**src/shared/fcm_pkg.sv**
```systemverilog
// fcm_pkg: command codes, chip states, output pointer codes and carrier structs
// for the flash command decoder; shared by the decoder and its two helpers.
//
// Notes on behaviour
// - command FFH selects array read, 70H selects status read, 90H or 98H selects id/query.
// - in any setup, buffer-load, confirm or bulk factory program state every command selects status, except 03H in lock setup, which selects array read.
// - clear-status 50H in ready, suspended or busy states leaves the output selection alone.
// - completion of a sequencer operation never moves the output selection.
// - any code outside the allowed command set is treated as illegal unless written in a setup, buffer-load, confirm or bulk factory program state.
// - an array read of a partition busy with an internal operation returns invalid data.
// - while program is suspended, erase setup 20H followed by D0H has its second cycle ignored.
// - clear-status resets error flags only while the sequencer is idle and not in a busy mode.
// - bulk factory program data writes are taken only while status bit 0 reads 0.
// - each partition keeps its own output pointer, and the chip next state ignores pointers.
// - lock, lock-down and configuration confirm codes perform the operation then go ready.
// - the block address of a command's first write cycle is latched for the operation when written in ready state; in busy state only a suspend latches it.
package fcm_pkg;

  localparam logic [7:0] CMD_READ_ARRAY   = 8'hff;
  localparam logic [7:0] CMD_WORD_PGM_A   = 8'h10;
  localparam logic [7:0] CMD_WORD_PGM_B   = 8'h40;
  localparam logic [7:0] CMD_BUF_PGM      = 8'he8;
  localparam logic [7:0] CMD_ERASE_SETUP  = 8'h20;
  localparam logic [7:0] CMD_BULK_FACTORY_PROGRAM_SETUP   = 8'h30;
  localparam logic [7:0] CMD_CONFIRM      = 8'hd0;
  localparam logic [7:0] CMD_SUSPEND      = 8'hb0;
  localparam logic [7:0] CMD_READ_STATUS  = 8'h70;
  localparam logic [7:0] CMD_CLEAR_STATUS = 8'h50;
  localparam logic [7:0] CMD_READ_ID      = 8'h90;
  localparam logic [7:0] CMD_READ_QUERY   = 8'h98;
  localparam logic [7:0] CMD_LOCK_SETUP   = 8'h60;
  localparam logic [7:0] CMD_OTP_SETUP    = 8'hc0;
  localparam logic [7:0] CMD_LOCK_BLOCK   = 8'h01;
  localparam logic [7:0] CMD_LOCK_DOWN    = 8'h2f;
  localparam logic [7:0] CMD_WRITE_CFG    = 8'h03;

  localparam int          STATUS_BULK_FACTORY_PROGRAM_BIT = 0;
  localparam logic [15:0] INVALID_DATA    = 16'hffff;
  localparam int          NUM_PART        = 8;
  localparam int          PART_W          = 3;
  localparam int          BLOCK_W         = 10;
  localparam int          BUF_WORDS       = 32;

  typedef enum logic [1:0] {
    FCM_OUT_ARRAY  = 2'h0,
    FCM_OUT_ID     = 2'h1,
    FCM_OUT_STATUS = 2'h2
  } fcm_out_t;

  // chip command states, one-hot
  typedef enum logic [10:0] {
    FCM_ST_READY      = 11'h001,
    FCM_ST_PGM_SETUP  = 11'h002,
    FCM_ST_BP_SETUP   = 11'h004,
    FCM_ST_BP_LOAD    = 11'h008,
    FCM_ST_BP_CONFIRM = 11'h010,
    FCM_ST_ERASE_SET  = 11'h020,
    FCM_ST_BULK_FACTORY_PROGRAM_SET   = 11'h040,
    FCM_ST_BULK_FACTORY_PROGRAM_DATA  = 11'h080,
    FCM_ST_LOCK_SET   = 11'h100,
    FCM_ST_OTP_SET    = 11'h200,
    FCM_ST_BUSY       = 11'h400
  } fcm_state_t;

  typedef struct packed {
    logic [PART_W-1:0]  part;
    logic [BLOCK_W-1:0] block;
    logic [7:0]         code;
  } fcm_cmd_t;

  typedef struct packed {
    logic clear_errors;
    logic lock_block;
    logic lock_down;
    logic write_cfg;
    logic start_op;
    logic bulk_factory_program_data;
  } fcm_act_t;

endpackage

```
**src/rtl/fcm_cmd_classify.sv**
```systemverilog
// fcm_cmd_classify: flags which command codes belong to the allowed set.
// assumes: purely combinational, code is the low byte of a host write.
`timescale 1ns/1ns
module fcm_cmd_classify (
  input  wire logic [7:0] code,
  output logic            legal
);
  always_comb begin
    case (code)
      fcm_pkg::CMD_READ_ARRAY, fcm_pkg::CMD_WORD_PGM_A, fcm_pkg::CMD_WORD_PGM_B,
      fcm_pkg::CMD_BUF_PGM, fcm_pkg::CMD_ERASE_SETUP, fcm_pkg::CMD_BULK_FACTORY_PROGRAM_SETUP,
      fcm_pkg::CMD_CONFIRM, fcm_pkg::CMD_SUSPEND, fcm_pkg::CMD_READ_STATUS,
      fcm_pkg::CMD_CLEAR_STATUS, fcm_pkg::CMD_READ_ID, fcm_pkg::CMD_READ_QUERY,
      fcm_pkg::CMD_LOCK_SETUP, fcm_pkg::CMD_OTP_SETUP: legal = 1'b1;
      default: legal = 1'b0;
    endcase
  end
endmodule // fcm_cmd_classify

```
**src/rtl/fcm_part_ptr.sv**
```systemverilog
// fcm_part_ptr: one output pointer per partition, written for wr_part when wr_en is high.
// assumes: sys_rst synchronous active high; one write per cycle at most.
`timescale 1ns/1ns
module fcm_part_ptr #(
  parameter int NUM_PART = fcm_pkg::NUM_PART,
  parameter int PART_W   = fcm_pkg::PART_W
) (
  input  wire logic                core_clk,
  input  wire logic                sys_rst,
  input  wire logic                wr_en,
  input  wire logic [PART_W-1:0]   wr_part,
  input  wire fcm_pkg::fcm_out_t   wr_sel,
  input  wire logic [PART_W-1:0]   rd_part,
  output fcm_pkg::fcm_out_t        rd_sel
);
  initial begin
    if (NUM_PART > (1 << PART_W) || NUM_PART < 1) $error("fcm_part_ptr: bad NUM_PART");
  end

  fcm_pkg::fcm_out_t ptr_reg  [NUM_PART];
  fcm_pkg::fcm_out_t ptr_next [NUM_PART];

  genvar g;
  generate
    for (g = 0; g < NUM_PART; g++) begin : g_ptr
      always_comb begin
        ptr_next[g] = ptr_reg[g];
        if (wr_en && wr_part == PART_W'(g)) begin
          ptr_next[g] = wr_sel;
        end
      end
      always_ff @(posedge core_clk) begin
        if (sys_rst) begin
          ptr_reg[g] <= fcm_pkg::FCM_OUT_ARRAY;
        end else begin
          ptr_reg[g] <= ptr_next[g];
        end
      end
    end
  endgenerate

  assign rd_sel = (32'(rd_part) < NUM_PART) ? ptr_reg[rd_part] : fcm_pkg::FCM_OUT_ARRAY;
endmodule // fcm_part_ptr

```
**src/rtl/fcm_decoder.sv**
```systemverilog
// fcm_decoder: chip command interpreter and per-partition read source selection.
// assumes: host writes arrive as one-cycle strobes synchronous to core_clk; the
// operation sequencer, array and id/query store live outside and report by ports.
`timescale 1ns/1ns
module fcm_decoder #(
  parameter int NUM_PART  = fcm_pkg::NUM_PART,
  parameter int BUF_WORDS = fcm_pkg::BUF_WORDS
) (
  input  wire logic                           core_clk,
  input  wire logic                           sys_rst,
  input  wire logic                           cmd_wr,
  input  wire fcm_pkg::fcm_cmd_t              cmd,
  input  wire logic [fcm_pkg::PART_W-1:0]     rd_part,
  input  wire logic [15:0]                    array_data,
  input  wire logic [15:0]                    id_data,
  input  wire logic [7:0]                     status_word,
  input  wire logic                           seq_busy,
  input  wire logic                           seq_done,
  input  wire logic [NUM_PART-1:0]            part_busy,
  output logic [15:0]                         rd_data,
  output fcm_pkg::fcm_out_t                   rd_sel,
  output fcm_pkg::fcm_state_t                 chip_state,
  output logic                                pgm_suspended,
  output logic [fcm_pkg::BLOCK_W-1:0]         op_block,
  output fcm_pkg::fcm_act_t                   act,
  output logic                                illegal_cmd
);
  initial begin
    if (BUF_WORDS < 1 || BUF_WORDS > 256) $error("fcm_decoder: bad BUF_WORDS");
  end

  fcm_pkg::fcm_state_t               state_reg, state_next;
  logic                              susp_reg, susp_next;
  logic                              erase_susp_reg, erase_susp_next;
  logic [fcm_pkg::BLOCK_W-1:0]       blk_reg, blk_next;
  logic [7:0]                        cnt_reg, cnt_next;
  fcm_pkg::fcm_act_t                 act_reg, act_next;
  logic                              ill_reg, ill_next;
  logic [15:0]                       rd_reg, rd_next;
  logic                              legal;
  logic                              ptr_we;
  fcm_pkg::fcm_out_t                 ptr_sel;
  fcm_pkg::fcm_out_t                 cur_sel;
  logic                              in_setup;

  fcm_cmd_classify u_class (
    .code  (cmd.code),
    .legal (legal)
  );

  fcm_part_ptr #(
    .NUM_PART (NUM_PART),
    .PART_W   (fcm_pkg::PART_W)
  ) u_ptr (
    .core_clk (core_clk),
    .sys_rst  (sys_rst),
    .wr_en    (ptr_we),
    .wr_part  (cmd.part),
    .wr_sel   (ptr_sel),
    .rd_part  (rd_part),
    .rd_sel   (cur_sel)
  );

  // setup, load, confirm and bulk factory states force status output, except 03H in lock setup
  always_comb begin
    case (state_reg)
      fcm_pkg::FCM_ST_PGM_SETUP, fcm_pkg::FCM_ST_BP_SETUP, fcm_pkg::FCM_ST_BP_LOAD,
      fcm_pkg::FCM_ST_BP_CONFIRM, fcm_pkg::FCM_ST_ERASE_SET, fcm_pkg::FCM_ST_BULK_FACTORY_PROGRAM_SET,
      fcm_pkg::FCM_ST_BULK_FACTORY_PROGRAM_DATA, fcm_pkg::FCM_ST_LOCK_SET,
      fcm_pkg::FCM_ST_OTP_SET: in_setup = 1'b1;
      default:                 in_setup = 1'b0;
    endcase
  end

  // output pointer update; depends on chip state and command code, never on a pointer
  always_comb begin
    ptr_we  = 1'b0;
    ptr_sel = fcm_pkg::FCM_OUT_STATUS;
    if (cmd_wr) begin
      if (in_setup) begin
        ptr_we = 1'b1;
        if (state_reg == fcm_pkg::FCM_ST_LOCK_SET && cmd.code == fcm_pkg::CMD_WRITE_CFG) begin
          ptr_sel = fcm_pkg::FCM_OUT_ARRAY;
        end
      end else begin
        case (cmd.code)
          fcm_pkg::CMD_READ_ARRAY: begin
            ptr_we  = 1'b1;
            ptr_sel = fcm_pkg::FCM_OUT_ARRAY;
          end
          fcm_pkg::CMD_READ_ID, fcm_pkg::CMD_READ_QUERY: begin
            ptr_we  = 1'b1;
            ptr_sel = fcm_pkg::FCM_OUT_ID;
          end
          fcm_pkg::CMD_READ_STATUS, fcm_pkg::CMD_WORD_PGM_A, fcm_pkg::CMD_WORD_PGM_B,
          fcm_pkg::CMD_BUF_PGM, fcm_pkg::CMD_ERASE_SETUP, fcm_pkg::CMD_BULK_FACTORY_PROGRAM_SETUP,
          fcm_pkg::CMD_LOCK_SETUP, fcm_pkg::CMD_OTP_SETUP: ptr_we = 1'b1;
          // confirm, suspend, clear-status and illegal codes keep the pointer
          default: ptr_we = 1'b0;
        endcase
      end
    end
  end

  // chip state machine
  always_comb begin
    state_next      = state_reg;
    susp_next       = susp_reg;
    erase_susp_next = erase_susp_reg;
    blk_next        = blk_reg;
    cnt_next        = cnt_reg;
    act_next        = '0;
    ill_next        = 1'b0;
    if (seq_done && state_reg == fcm_pkg::FCM_ST_BUSY) begin
      state_next = fcm_pkg::FCM_ST_READY;
    end
    if (cmd_wr) begin
      ill_next = !legal && !in_setup;
      case (state_reg)
        fcm_pkg::FCM_ST_READY, fcm_pkg::FCM_ST_BUSY: begin
          if (state_reg == fcm_pkg::FCM_ST_READY || cmd.code == fcm_pkg::CMD_SUSPEND) begin
            blk_next = cmd.block;
          end
          case (cmd.code)
            fcm_pkg::CMD_WORD_PGM_A, fcm_pkg::CMD_WORD_PGM_B: begin
              if (!seq_busy) state_next = fcm_pkg::FCM_ST_PGM_SETUP;
            end
            fcm_pkg::CMD_BUF_PGM: begin
              if (!seq_busy) state_next = fcm_pkg::FCM_ST_BP_SETUP;
            end
            fcm_pkg::CMD_ERASE_SETUP: begin
              if (!seq_busy) state_next = fcm_pkg::FCM_ST_ERASE_SET;
            end
            fcm_pkg::CMD_BULK_FACTORY_PROGRAM_SETUP: begin
              if (!seq_busy && !susp_reg) state_next = fcm_pkg::FCM_ST_BULK_FACTORY_PROGRAM_SET;
            end
            fcm_pkg::CMD_LOCK_SETUP: begin
              if (!seq_busy) state_next = fcm_pkg::FCM_ST_LOCK_SET;
            end
            fcm_pkg::CMD_OTP_SETUP: begin
              if (!seq_busy && !susp_reg) state_next = fcm_pkg::FCM_ST_OTP_SET;
            end
            fcm_pkg::CMD_SUSPEND: begin
              if (seq_busy) begin
                susp_next       = !erase_susp_reg;
                erase_susp_next = 1'b1;
                state_next      = fcm_pkg::FCM_ST_READY;
              end
            end
            fcm_pkg::CMD_CONFIRM: begin
              if (susp_reg || erase_susp_reg) begin
                susp_next       = 1'b0;
                erase_susp_next = susp_reg ? erase_susp_reg : 1'b0;
                state_next      = fcm_pkg::FCM_ST_BUSY;
                act_next.start_op = 1'b1;
              end
            end
            fcm_pkg::CMD_CLEAR_STATUS: begin
              act_next.clear_errors = !seq_busy && state_reg == fcm_pkg::FCM_ST_READY;
            end
            default: ;
          endcase
        end
        fcm_pkg::FCM_ST_PGM_SETUP: begin
          state_next        = fcm_pkg::FCM_ST_BUSY;
          act_next.start_op = 1'b1;
        end
        fcm_pkg::FCM_ST_BP_SETUP: begin
          cnt_next   = cmd.code;
          state_next = fcm_pkg::FCM_ST_BP_LOAD;
        end
        fcm_pkg::FCM_ST_BP_LOAD: begin
          if (cnt_reg == 8'h00) state_next = fcm_pkg::FCM_ST_BP_CONFIRM;
          else                  cnt_next   = cnt_reg - 8'h01;
        end
        fcm_pkg::FCM_ST_BP_CONFIRM: begin
          state_next        = (cmd.code == fcm_pkg::CMD_CONFIRM) ? fcm_pkg::FCM_ST_BUSY
                                                                 : fcm_pkg::FCM_ST_READY;
          act_next.start_op = (cmd.code == fcm_pkg::CMD_CONFIRM);
        end
        fcm_pkg::FCM_ST_ERASE_SET: begin
          // while program is suspended the erase confirm is ambiguous: ignore it
          if (susp_reg) begin
            state_next = fcm_pkg::FCM_ST_READY;
          end else if (cmd.code == fcm_pkg::CMD_CONFIRM) begin
            state_next        = fcm_pkg::FCM_ST_BUSY;
            act_next.start_op = 1'b1;
          end else begin
            state_next = fcm_pkg::FCM_ST_READY;
          end
        end
        fcm_pkg::FCM_ST_BULK_FACTORY_PROGRAM_SET: begin
          state_next = (cmd.code == fcm_pkg::CMD_CONFIRM) ? fcm_pkg::FCM_ST_BULK_FACTORY_PROGRAM_DATA
                                                          : fcm_pkg::FCM_ST_READY;
        end
        fcm_pkg::FCM_ST_BULK_FACTORY_PROGRAM_DATA: begin
          if (cmd.block != blk_reg) begin
            state_next = fcm_pkg::FCM_ST_READY;
          end else begin
            act_next.bulk_factory_program_data = !status_word[fcm_pkg::STATUS_BULK_FACTORY_PROGRAM_BIT];
          end
        end
        fcm_pkg::FCM_ST_LOCK_SET: begin
          state_next         = fcm_pkg::FCM_ST_READY;
          act_next.lock_block = (cmd.code == fcm_pkg::CMD_LOCK_BLOCK);
          act_next.lock_down  = (cmd.code == fcm_pkg::CMD_LOCK_DOWN);
          act_next.write_cfg  = (cmd.code == fcm_pkg::CMD_WRITE_CFG);
        end
        fcm_pkg::FCM_ST_OTP_SET: begin
          state_next        = fcm_pkg::FCM_ST_BUSY;
          act_next.start_op = 1'b1;
        end
        default: state_next = fcm_pkg::FCM_ST_READY;
      endcase
    end
  end

  // read data path; a busy partition never shows array contents
  always_comb begin
    case (cur_sel)
      fcm_pkg::FCM_OUT_ARRAY:  rd_next = part_busy[rd_part] ? fcm_pkg::INVALID_DATA
                                                            : array_data;
      fcm_pkg::FCM_OUT_ID:     rd_next = id_data;
      fcm_pkg::FCM_OUT_STATUS: rd_next = {8'h00, status_word};
      default:                 rd_next = fcm_pkg::INVALID_DATA;
    endcase
  end

  always_ff @(posedge core_clk) begin
    if (sys_rst) begin
      state_reg      <= fcm_pkg::FCM_ST_READY;
      susp_reg       <= 1'b0;
      erase_susp_reg <= 1'b0;
      blk_reg        <= '0;
      cnt_reg        <= 8'h00;
      act_reg        <= '0;
      ill_reg        <= 1'b0;
      rd_reg         <= 16'h0000;
    end else begin
      state_reg      <= state_next;
      susp_reg       <= susp_next;
      erase_susp_reg <= erase_susp_next;
      blk_reg        <= blk_next;
      cnt_reg        <= cnt_next;
      act_reg        <= act_next;
      ill_reg        <= ill_next;
      rd_reg         <= rd_next;
    end
  end

  assign rd_data       = rd_reg;
  assign rd_sel        = cur_sel;
  assign chip_state    = state_reg;
  assign pgm_suspended = susp_reg;
  assign op_block      = blk_reg;
  assign act           = act_reg;
  assign illegal_cmd   = ill_reg;

  a_setup_forces_status: assert property (@(posedge core_clk) disable iff (sys_rst)
    (cmd_wr && in_setup && !(state_reg == fcm_pkg::FCM_ST_LOCK_SET
      && cmd.code == fcm_pkg::CMD_WRITE_CFG) && rd_part == cmd.part)
    |=> rd_sel == fcm_pkg::FCM_OUT_STATUS)
    else $error("setup-state command did not select status");

  a_clear_keeps_ptr: assert property (@(posedge core_clk) disable iff (sys_rst)
    (cmd_wr && !in_setup && cmd.code == fcm_pkg::CMD_CLEAR_STATUS && rd_part == cmd.part)
    |=> rd_sel == $past(rd_sel))
    else $error("clear-status moved output selection");

  a_done_keeps_ptr: assert property (@(posedge core_clk) disable iff (sys_rst)
    (seq_done && !cmd_wr && $stable(rd_part)) |=> $changed(rd_part) || $stable(rd_sel))
    else $error("operation completion moved output selection");

  a_read_id_sel: assert property (@(posedge core_clk) disable iff (sys_rst)
    (cmd_wr && !in_setup && cmd.code == fcm_pkg::CMD_READ_QUERY && rd_part == cmd.part)
    |=> rd_sel == fcm_pkg::FCM_OUT_ID)
    else $error("query command did not select id data");

  a_illegal_flag: assert property (@(posedge core_clk) disable iff (sys_rst)
    (cmd_wr && !in_setup && cmd.code == 8'h77) |=> illegal_cmd)
    else $error("illegal code not flagged");

  a_busy_invalid: assert property (@(posedge core_clk) disable iff (sys_rst)
    (rd_sel == fcm_pkg::FCM_OUT_ARRAY && part_busy[rd_part])
    |=> rd_data == fcm_pkg::INVALID_DATA)
    else $error("busy partition returned array data");

  a_susp_erase_ign: assert property (@(posedge core_clk) disable iff (sys_rst)
    (cmd_wr && state_reg == fcm_pkg::FCM_ST_ERASE_SET && susp_reg)
    |=> state_reg == fcm_pkg::FCM_ST_READY && !act.start_op)
    else $error("erase confirm taken while program suspended");

  a_clear_when_idle: assert property (@(posedge core_clk) disable iff (sys_rst)
    act.clear_errors |-> $past(!seq_busy) && $past(state_reg) == fcm_pkg::FCM_ST_READY)
    else $error("errors cleared while sequencer running");

  a_bulk_factory_program_gate: assert property (@(posedge core_clk) disable iff (sys_rst)
    act.bulk_factory_program_data |-> !$past(status_word[fcm_pkg::STATUS_BULK_FACTORY_PROGRAM_BIT]))
    else $error("bulk data accepted while status bit 0 set");

  a_lock_to_ready: assert property (@(posedge core_clk) disable iff (sys_rst)
    (cmd_wr && state_reg == fcm_pkg::FCM_ST_LOCK_SET) |=> state_reg == fcm_pkg::FCM_ST_READY)
    else $error("lock confirm did not return to ready");

  a_block_latch: assert property (@(posedge core_clk) disable iff (sys_rst)
    (cmd_wr && state_reg == fcm_pkg::FCM_ST_READY) |=> op_block == $past(cmd.block))
    else $error("first-cycle block address not latched");
endmodule // fcm_decoder

```
**config.mk**
```make
export PLATFORM = sky130hd
export DESIGN_NAME = fcm_decoder
export DESIGN_NICKNAME = d
export VERILOG_FILES = /design/src/shared/fcm_pkg.sv /design/src/rtl/fcm_cmd_classify.sv /design/src/rtl/fcm_part_ptr.sv /design/src/rtl/fcm_decoder.sv
export SDC_FILE = /design/constraint.sdc
export NUM_CORES = 1
export LEC_CHECK = 0
export BUFFER_PORTS_ARGS = -buffer_cell sky130_fd_sc_hd__buf_2
export CAP_MARGIN = 20
export CORE_UTILIZATION = 48
export CTS_CLUSTER_DIAMETER = 120
export DETAILED_ROUTE_END_ITERATION = 16
export PLACE_DENSITY = 0.76
export SLEW_MARGIN = 20
export SYNTH_ARGS = -nofsm -noshare
export SYNTH_HDL_FRONTEND = slang
export SYNTH_SLANG_ARGS = --single-unit
export TNS_END_PERCENT = 5
```
**constraint.sdc**
```tcl
create_clock -name core_clk -period 1.97 [get_ports core_clk]
set_input_delay 0.2955 -clock core_clk [delete_from_list [all_inputs] [get_ports core_clk]]
set_output_delay 0.2955 -clock core_clk [all_outputs]
set_load 0.01 [all_outputs]
```
# Yosys cells after proc, flatten, opt, wreduce, memory -nomap -nowiden

Memories as Yosys holds them, arrays and structs flattened.
Cells that the tools add are included.

Equality and inequality tests: 50
Order comparisons: 1
Add/subtract/negate cells: 1
Mux-type cells: 63
Bitwise gates (word level): 13
Reduce and logical (&&, ||, !) cells: 49

Operator list:

| operator                                                                | number |
|---|---|
| 11-bit one-hot mux with 8 select lines                                  | 2 |
| 11-bit 2-to-1 mux                                                       | 14 |
| 8-bit equality test, second input constant                              | 7 |
| 16-bit one-hot mux with 3 select lines                                  | 1 |
| 2-bit 2-to-1 mux                                                        | 19 |
| 8-bit by 7-bit equality test with 1-bit output, second input constant   | 4 |
| 8-bit by 6-bit equality test with 1-bit output, second input constant   | 3 |
| 1-bit 2-to-1 mux                                                        | 18 |
| 16-bit 2-to-1 mux                                                       | 1 |
| 8-bit 2-to-1 mux                                                        | 2 |
| 8-bit one-hot mux with 2 select lines                                   | 1 |
| 2-bit AND reduction                                                     | 8 |
| 14-bit OR reduction                                                     | 1 |
| 1-bit logical AND                                                       | 13 |
| 3-bit equality test, second input constant                              | 4 |
| 11-bit by 1-bit equality test with 1-bit output, second input constant  | 1 |
| 11-bit by 10-bit equality test with 1-bit output, second input constant | 1 |
| 11-bit equality test, second input constant                             | 1 |
| 11-bit by 2-bit equality test with 1-bit output, second input constant  | 1 |
| 11-bit by 3-bit equality test with 1-bit output, second input constant  | 1 |
| 11-bit by 4-bit equality test with 1-bit output, second input constant  | 1 |
| 11-bit by 5-bit equality test with 1-bit output, second input constant  | 1 |
| 11-bit by 6-bit equality test with 1-bit output, second input constant  | 1 |
| 11-bit by 7-bit equality test with 1-bit output, second input constant  | 1 |
| other kinds (34)                                                        | 70 |

Bits in writable memories: 16
Input bits: 77
Output and inout bits: 47
Register bits after elaboration: 54
Memories kept: 1

Memories:

| memory        | depth | bits a word | rd ports | clocked after Yosys merged registers in | write ports | RTL line           | source |
|---|---|---|---|---|---|---|---|
| u_ptr.ptr_reg | 8     | 2           | 1        | 0                                       | 8           | fcm_part_ptr.sv:20 | `fcm_pkg::fcm_out_t ptr_reg [NUM_PART];` |

# Logic depth before layout (Yosys ltp)

Word-level depth: 9
Depth in mapped cells: 8
Depth with buffers taken out: 6

# Hierarchy

From an unflattened synthesis, not the netlist that was laid out.

Cells, all modules: 492
Area total of the unflattened synthesis: 4,227.8 µm²

By module, submodules not included:

| module           | cells each | area an instance (µm²) | times used |
|---|---|---|---|
| fcm_decoder      | 419        | 3,347.0                | 1 |
| fcm_part_ptr     | 58         | 804.5                  | 1 |
| fcm_cmd_classify | 15         | 76.3                   | 1 |

# Worst setup path before layout

No wires, ideal clock.

Kind: register to register
Start: register state_reg[7] (netlist: chip_state[7])
End: memory u_ptr.ptr_reg[1][0] in the netlist's numbering (enable)
Cell stages (with the launch flop): 8
Required time: 1.711 ns
Setup slack: -0.219 ns
Arrival time: 1.930 ns
Library setup time: 0.259 ns
Clock period less this slack: 2.189 ns
Buffers on the path: 2
Cells stage by stage: dfxtp_1 -> buf_6 -> xor2_1 -> a221o_1 -> a211o_2 -> nor4_4 -> buf_6 -> o21ai_2

RTL lines:

| item                     | RTL line           | source |
|---|---|---|
| start: declaration       | fcm_decoder.sv:32  | `fcm_pkg::fcm_state_t state_reg, state_next;` |
| start signal: assignment | fcm_decoder.sv:231 | `state_reg <= fcm_pkg::FCM_ST_READY;` |
| start signal: assignment | fcm_decoder.sv:240 | `state_reg <= state_next;` |
| end: declaration         | fcm_part_ptr.sv:20 |  |

# Worst setup path in the final report

Start: register state_reg[4] (netlist: chip_state[4])
End: register state_reg[6] (netlist: chip_state[6])

Word-level cells in the longest chain between the ends: 7

Ends and longest elaborated chain:

| item                                            | RTL line                               | source |
|---|---|---|
| 11-bit equality test                            | fcm_decoder.sv:114, fcm_decoder.sv:119 |  |
| 1-bit logical AND                               | fcm_decoder.sv:114                     | `if (seq_done && state_reg == fcm_pkg::FCM_ST_BUSY) begin` |
| 11-bit 2-to-1 mux                               | fcm_decoder.sv:114                     |  |
| 11-bit 2-to-1 mux, or another cell as far along | fcm_decoder.sv:151                     | `if (susp_reg \|\| erase_susp_reg) begin` |
| 11-bit one-hot mux with 8 select lines          | fcm_decoder.sv:124                     | `case (cmd.code)` |
| 11-bit one-hot mux with 8 select lines          | fcm_decoder.sv:119                     | `case (state_reg)` |
| 11-bit 2-to-1 mux *                             | fcm_decoder.sv:117                     | `if (cmd_wr) begin` |

Every way passes the cells marked *; elsewhere a longest branch is shown, timed or not.
A chain may end at the register's enable or synchronous reset.

==> impl_metrics.tcl <==
set metrics [dict create \
    run_status "complete, but fails checks" \
    violations "negative setup slack" \
    io_buffers 123 \
    n_fill_cell 681 \
    grt_overflow_total 0 \
    r2r_start "chip_state[4]" \
    first_pass_iters 5 \
    drt_iter0_drc 322 \
    multi_input_area_sq_mm 0.00269 \
    coreArea_sq_mm 0.00876 \
    syn_area_sq_mm 0.00437 \
    fin_nets 770 \
    drv_slew 0 \
    arrival_ns 2.39 \
    drc_errors 0 \
    endpoint_kind "flip-flop" \
    fmax_mhz 471 \
    final_cells 804 \
    rsz0062_at_grt "true" \
    ctsLongestPathBuffers 2 \
    dp.cells 782 \
    drive_gt1_frac 0.411 \
    synth.net_count 581 \
    crit_path_start "chip_state[4]" \
    maxSlewHeadroom 0.728 \
    hold_class "in2reg" \
    clk_latency_ns 0.36 \
    ys.flop_type "dfxtp_1" \
    max_cap_violations 0 \
    vias 4817 \
    ant_nets 0 \
    num_rows 34 \
    numCtsBuffers 9 \
    antenna_found_initial 0 \
    syn-mean-instance-area_sq_um 8.71 \
    irDropWorstVdd_v 0.000414 \
    globalRouteTotalUtil 0.286 \
    synthTopCellsByArea "dfxtp_1 25%, edfxtp_1 11%, nor2_1 4.6%, o21ai_0 3.9%, mux4_2 3.1%" \
    synth_commonest_cells "54 x dfxtp_1, 54 x nor2_1, 34 x o21ai_0" \
    async_flop_share 0 \
    min_period_over_period 1.08 \
    power_uw 3570 \
    ys_types 77 \
    setup-violations-final 33 \
    hpwl_um 10100 \
    die_area_sq_mm 0.00949 \
    leakage_uw 0.00252 \
    htree_levels 3 \
    postLayoutCellArea_sq_mm 0.00602 \
    yosys.area.top_type "dfxtp_1" \
    final.setup.worst_slack_ns -0.151 \
    place_congestion 0.952 \
    initial_core_util 0.499 \
    hold_violations 0 \
    fin_skew_ns 0.00610 \
    fin_crit_ns 2.12 \
    routed_wl_um 13700 \
    worstMarginPinSlew_ns 0.403 \
    root_buffer "clkbuf_8" \
    fin_tns_setup_ns -2.44 \
    antennaDiodeCount 0 \
    powerDensity_mw_per_mm2 593 \
    ys_warn_count 0 \
    grt_pass1_wl_um 22100 \
    fp.dieH_um 97.4 \
    grt_start_max_net_pins 36 \
    ioPinCount 124 \
    yosysSeqAreaShare 0.357 \
    synth-edff-count 16 \
    cts_tree "yes" \
    register_area_sq_mm 0.00157 \
    min_from "status_word[0]" \
    yosysTopAreaCellShare 0.247 \
    path_max_fanout 6 \
    cts_sinks 70 \
    worst-setup-path-type "reg2reg" \
    fin_util 0.687 \
    syn2layout_area_growth_pct 37.7 \
    die_x_um 97.4 \
    grt_pass1_vias 4699 \
    clkTransAtPathRegs_ns 0.07 \
    via_per_inst 5.99 \
    synth_seq_cells 70 \
    placement.cell_area_sq_mm 0.00561 \
    netlist_instances 502 \
    wl_per_cell_um 17.0 \
    critPathRequiredTime_ns 2.24 \
    start_kind "flip-flop" \
]
worst paths after layout:
check | to | slack (ns) | cells past startpoint
max | chip_state[6] | -0.15 | 7
min | act[0] | 0.13 | 2
max reg2reg | chip_state[6] | -0.15 | 7
min reg2reg | cnt_reg[1] | 0.48 | 2
cell families (layout without fill, tap and decap cells):
kind of cell	count (synthesis)	after routing	share of synthesized area
simple gates	213	213	0.277
compound gates	129	130	0.200
flops	70	70	0.357
buf+inv	52	245	0.0590
mux	20	20	0.0690
xor+xnor	16	16	0.0321
fa+ha+maj	2	2	0.00572
stage by stage:
step / worst slack [ns] / hold slack (ns)
detailed placement: -0.432 / 0.467
floorplan: -0.219 / 0.371
CTS: -0.0605 / 0.114
global placement: -0.257 / 0.463
global route: -0.221 / 0.129
finish: -0.151 / 0.131
worst max-delay path: stages (launching register included):
cell and delay, ns:
dfxtp_4 0.37, buf_6 0.12, nor4_4 0.30, buf_4 0.19
nand4_4 0.14, a2111oi_4 0.45, nand4_1 0.22, a22oi_1 0.24
where the power goes:
group,internal [uW],switching (uW)
combinational,368,436
sequential,1530,31.2
clock,623,579
total,2520,1050
layer usage:
| metal | up-vias | part of all wire | GRT usage |
|---|---|---|---|
| met3 | 40 | 0.081 | 0.0532 |
| met4 | 0 | 0.031 | 0.121 |
| met2 | 243 | 0.49 | 0.487 |
| met5 | - | 0 | 0 |
| li1 | 2266 | - | - |
| met1 | 2268 | 0.40 | 0.353 |
cells in the final DEF (no fill, tap or decap), types with 5 or more instances in the layout:
cell        n
o22ai_1    10
nor3b_1     5
nor4_1      6
inv_1       9
mux2i_1    11
nand2b_1    5
buf_2     121
a211oi_1   10
edfxtp_1   16
xnor2_1    12
nand3_1    25
mux4_2      6
clkbuf_8   10
buf_6       8
nand2_1    27
nor2_1     54
nand4_1    16
o21ai_1     6
a21oi_1    24
o21ai_0    29
or2_2       5
a21o_1      7
nor3_1     18
buf_4      88
dfxtp_1    50
and3_1      7
repair_timing:
item / 4_1_cts / 5_1_grt
gates cloned: 1 / 1
hold buffers: 0 / 0
setup buffers: 2 / 3
pin swaps: 10 / 13
gates resized for setup: 30 / 20
setup endpoints to repair: 47 / 65
cell type report:
type                    count  share of cell area
clock buffers              11              0.0235
clock inverters             5             0.00957
repair buffers            218               0.229
inverters                  11             0.00728
flip-flops and latches     70               0.262
well taps                 108              0.0225
multi-input cells         381               0.447
(Power assumes the default switching activity.)
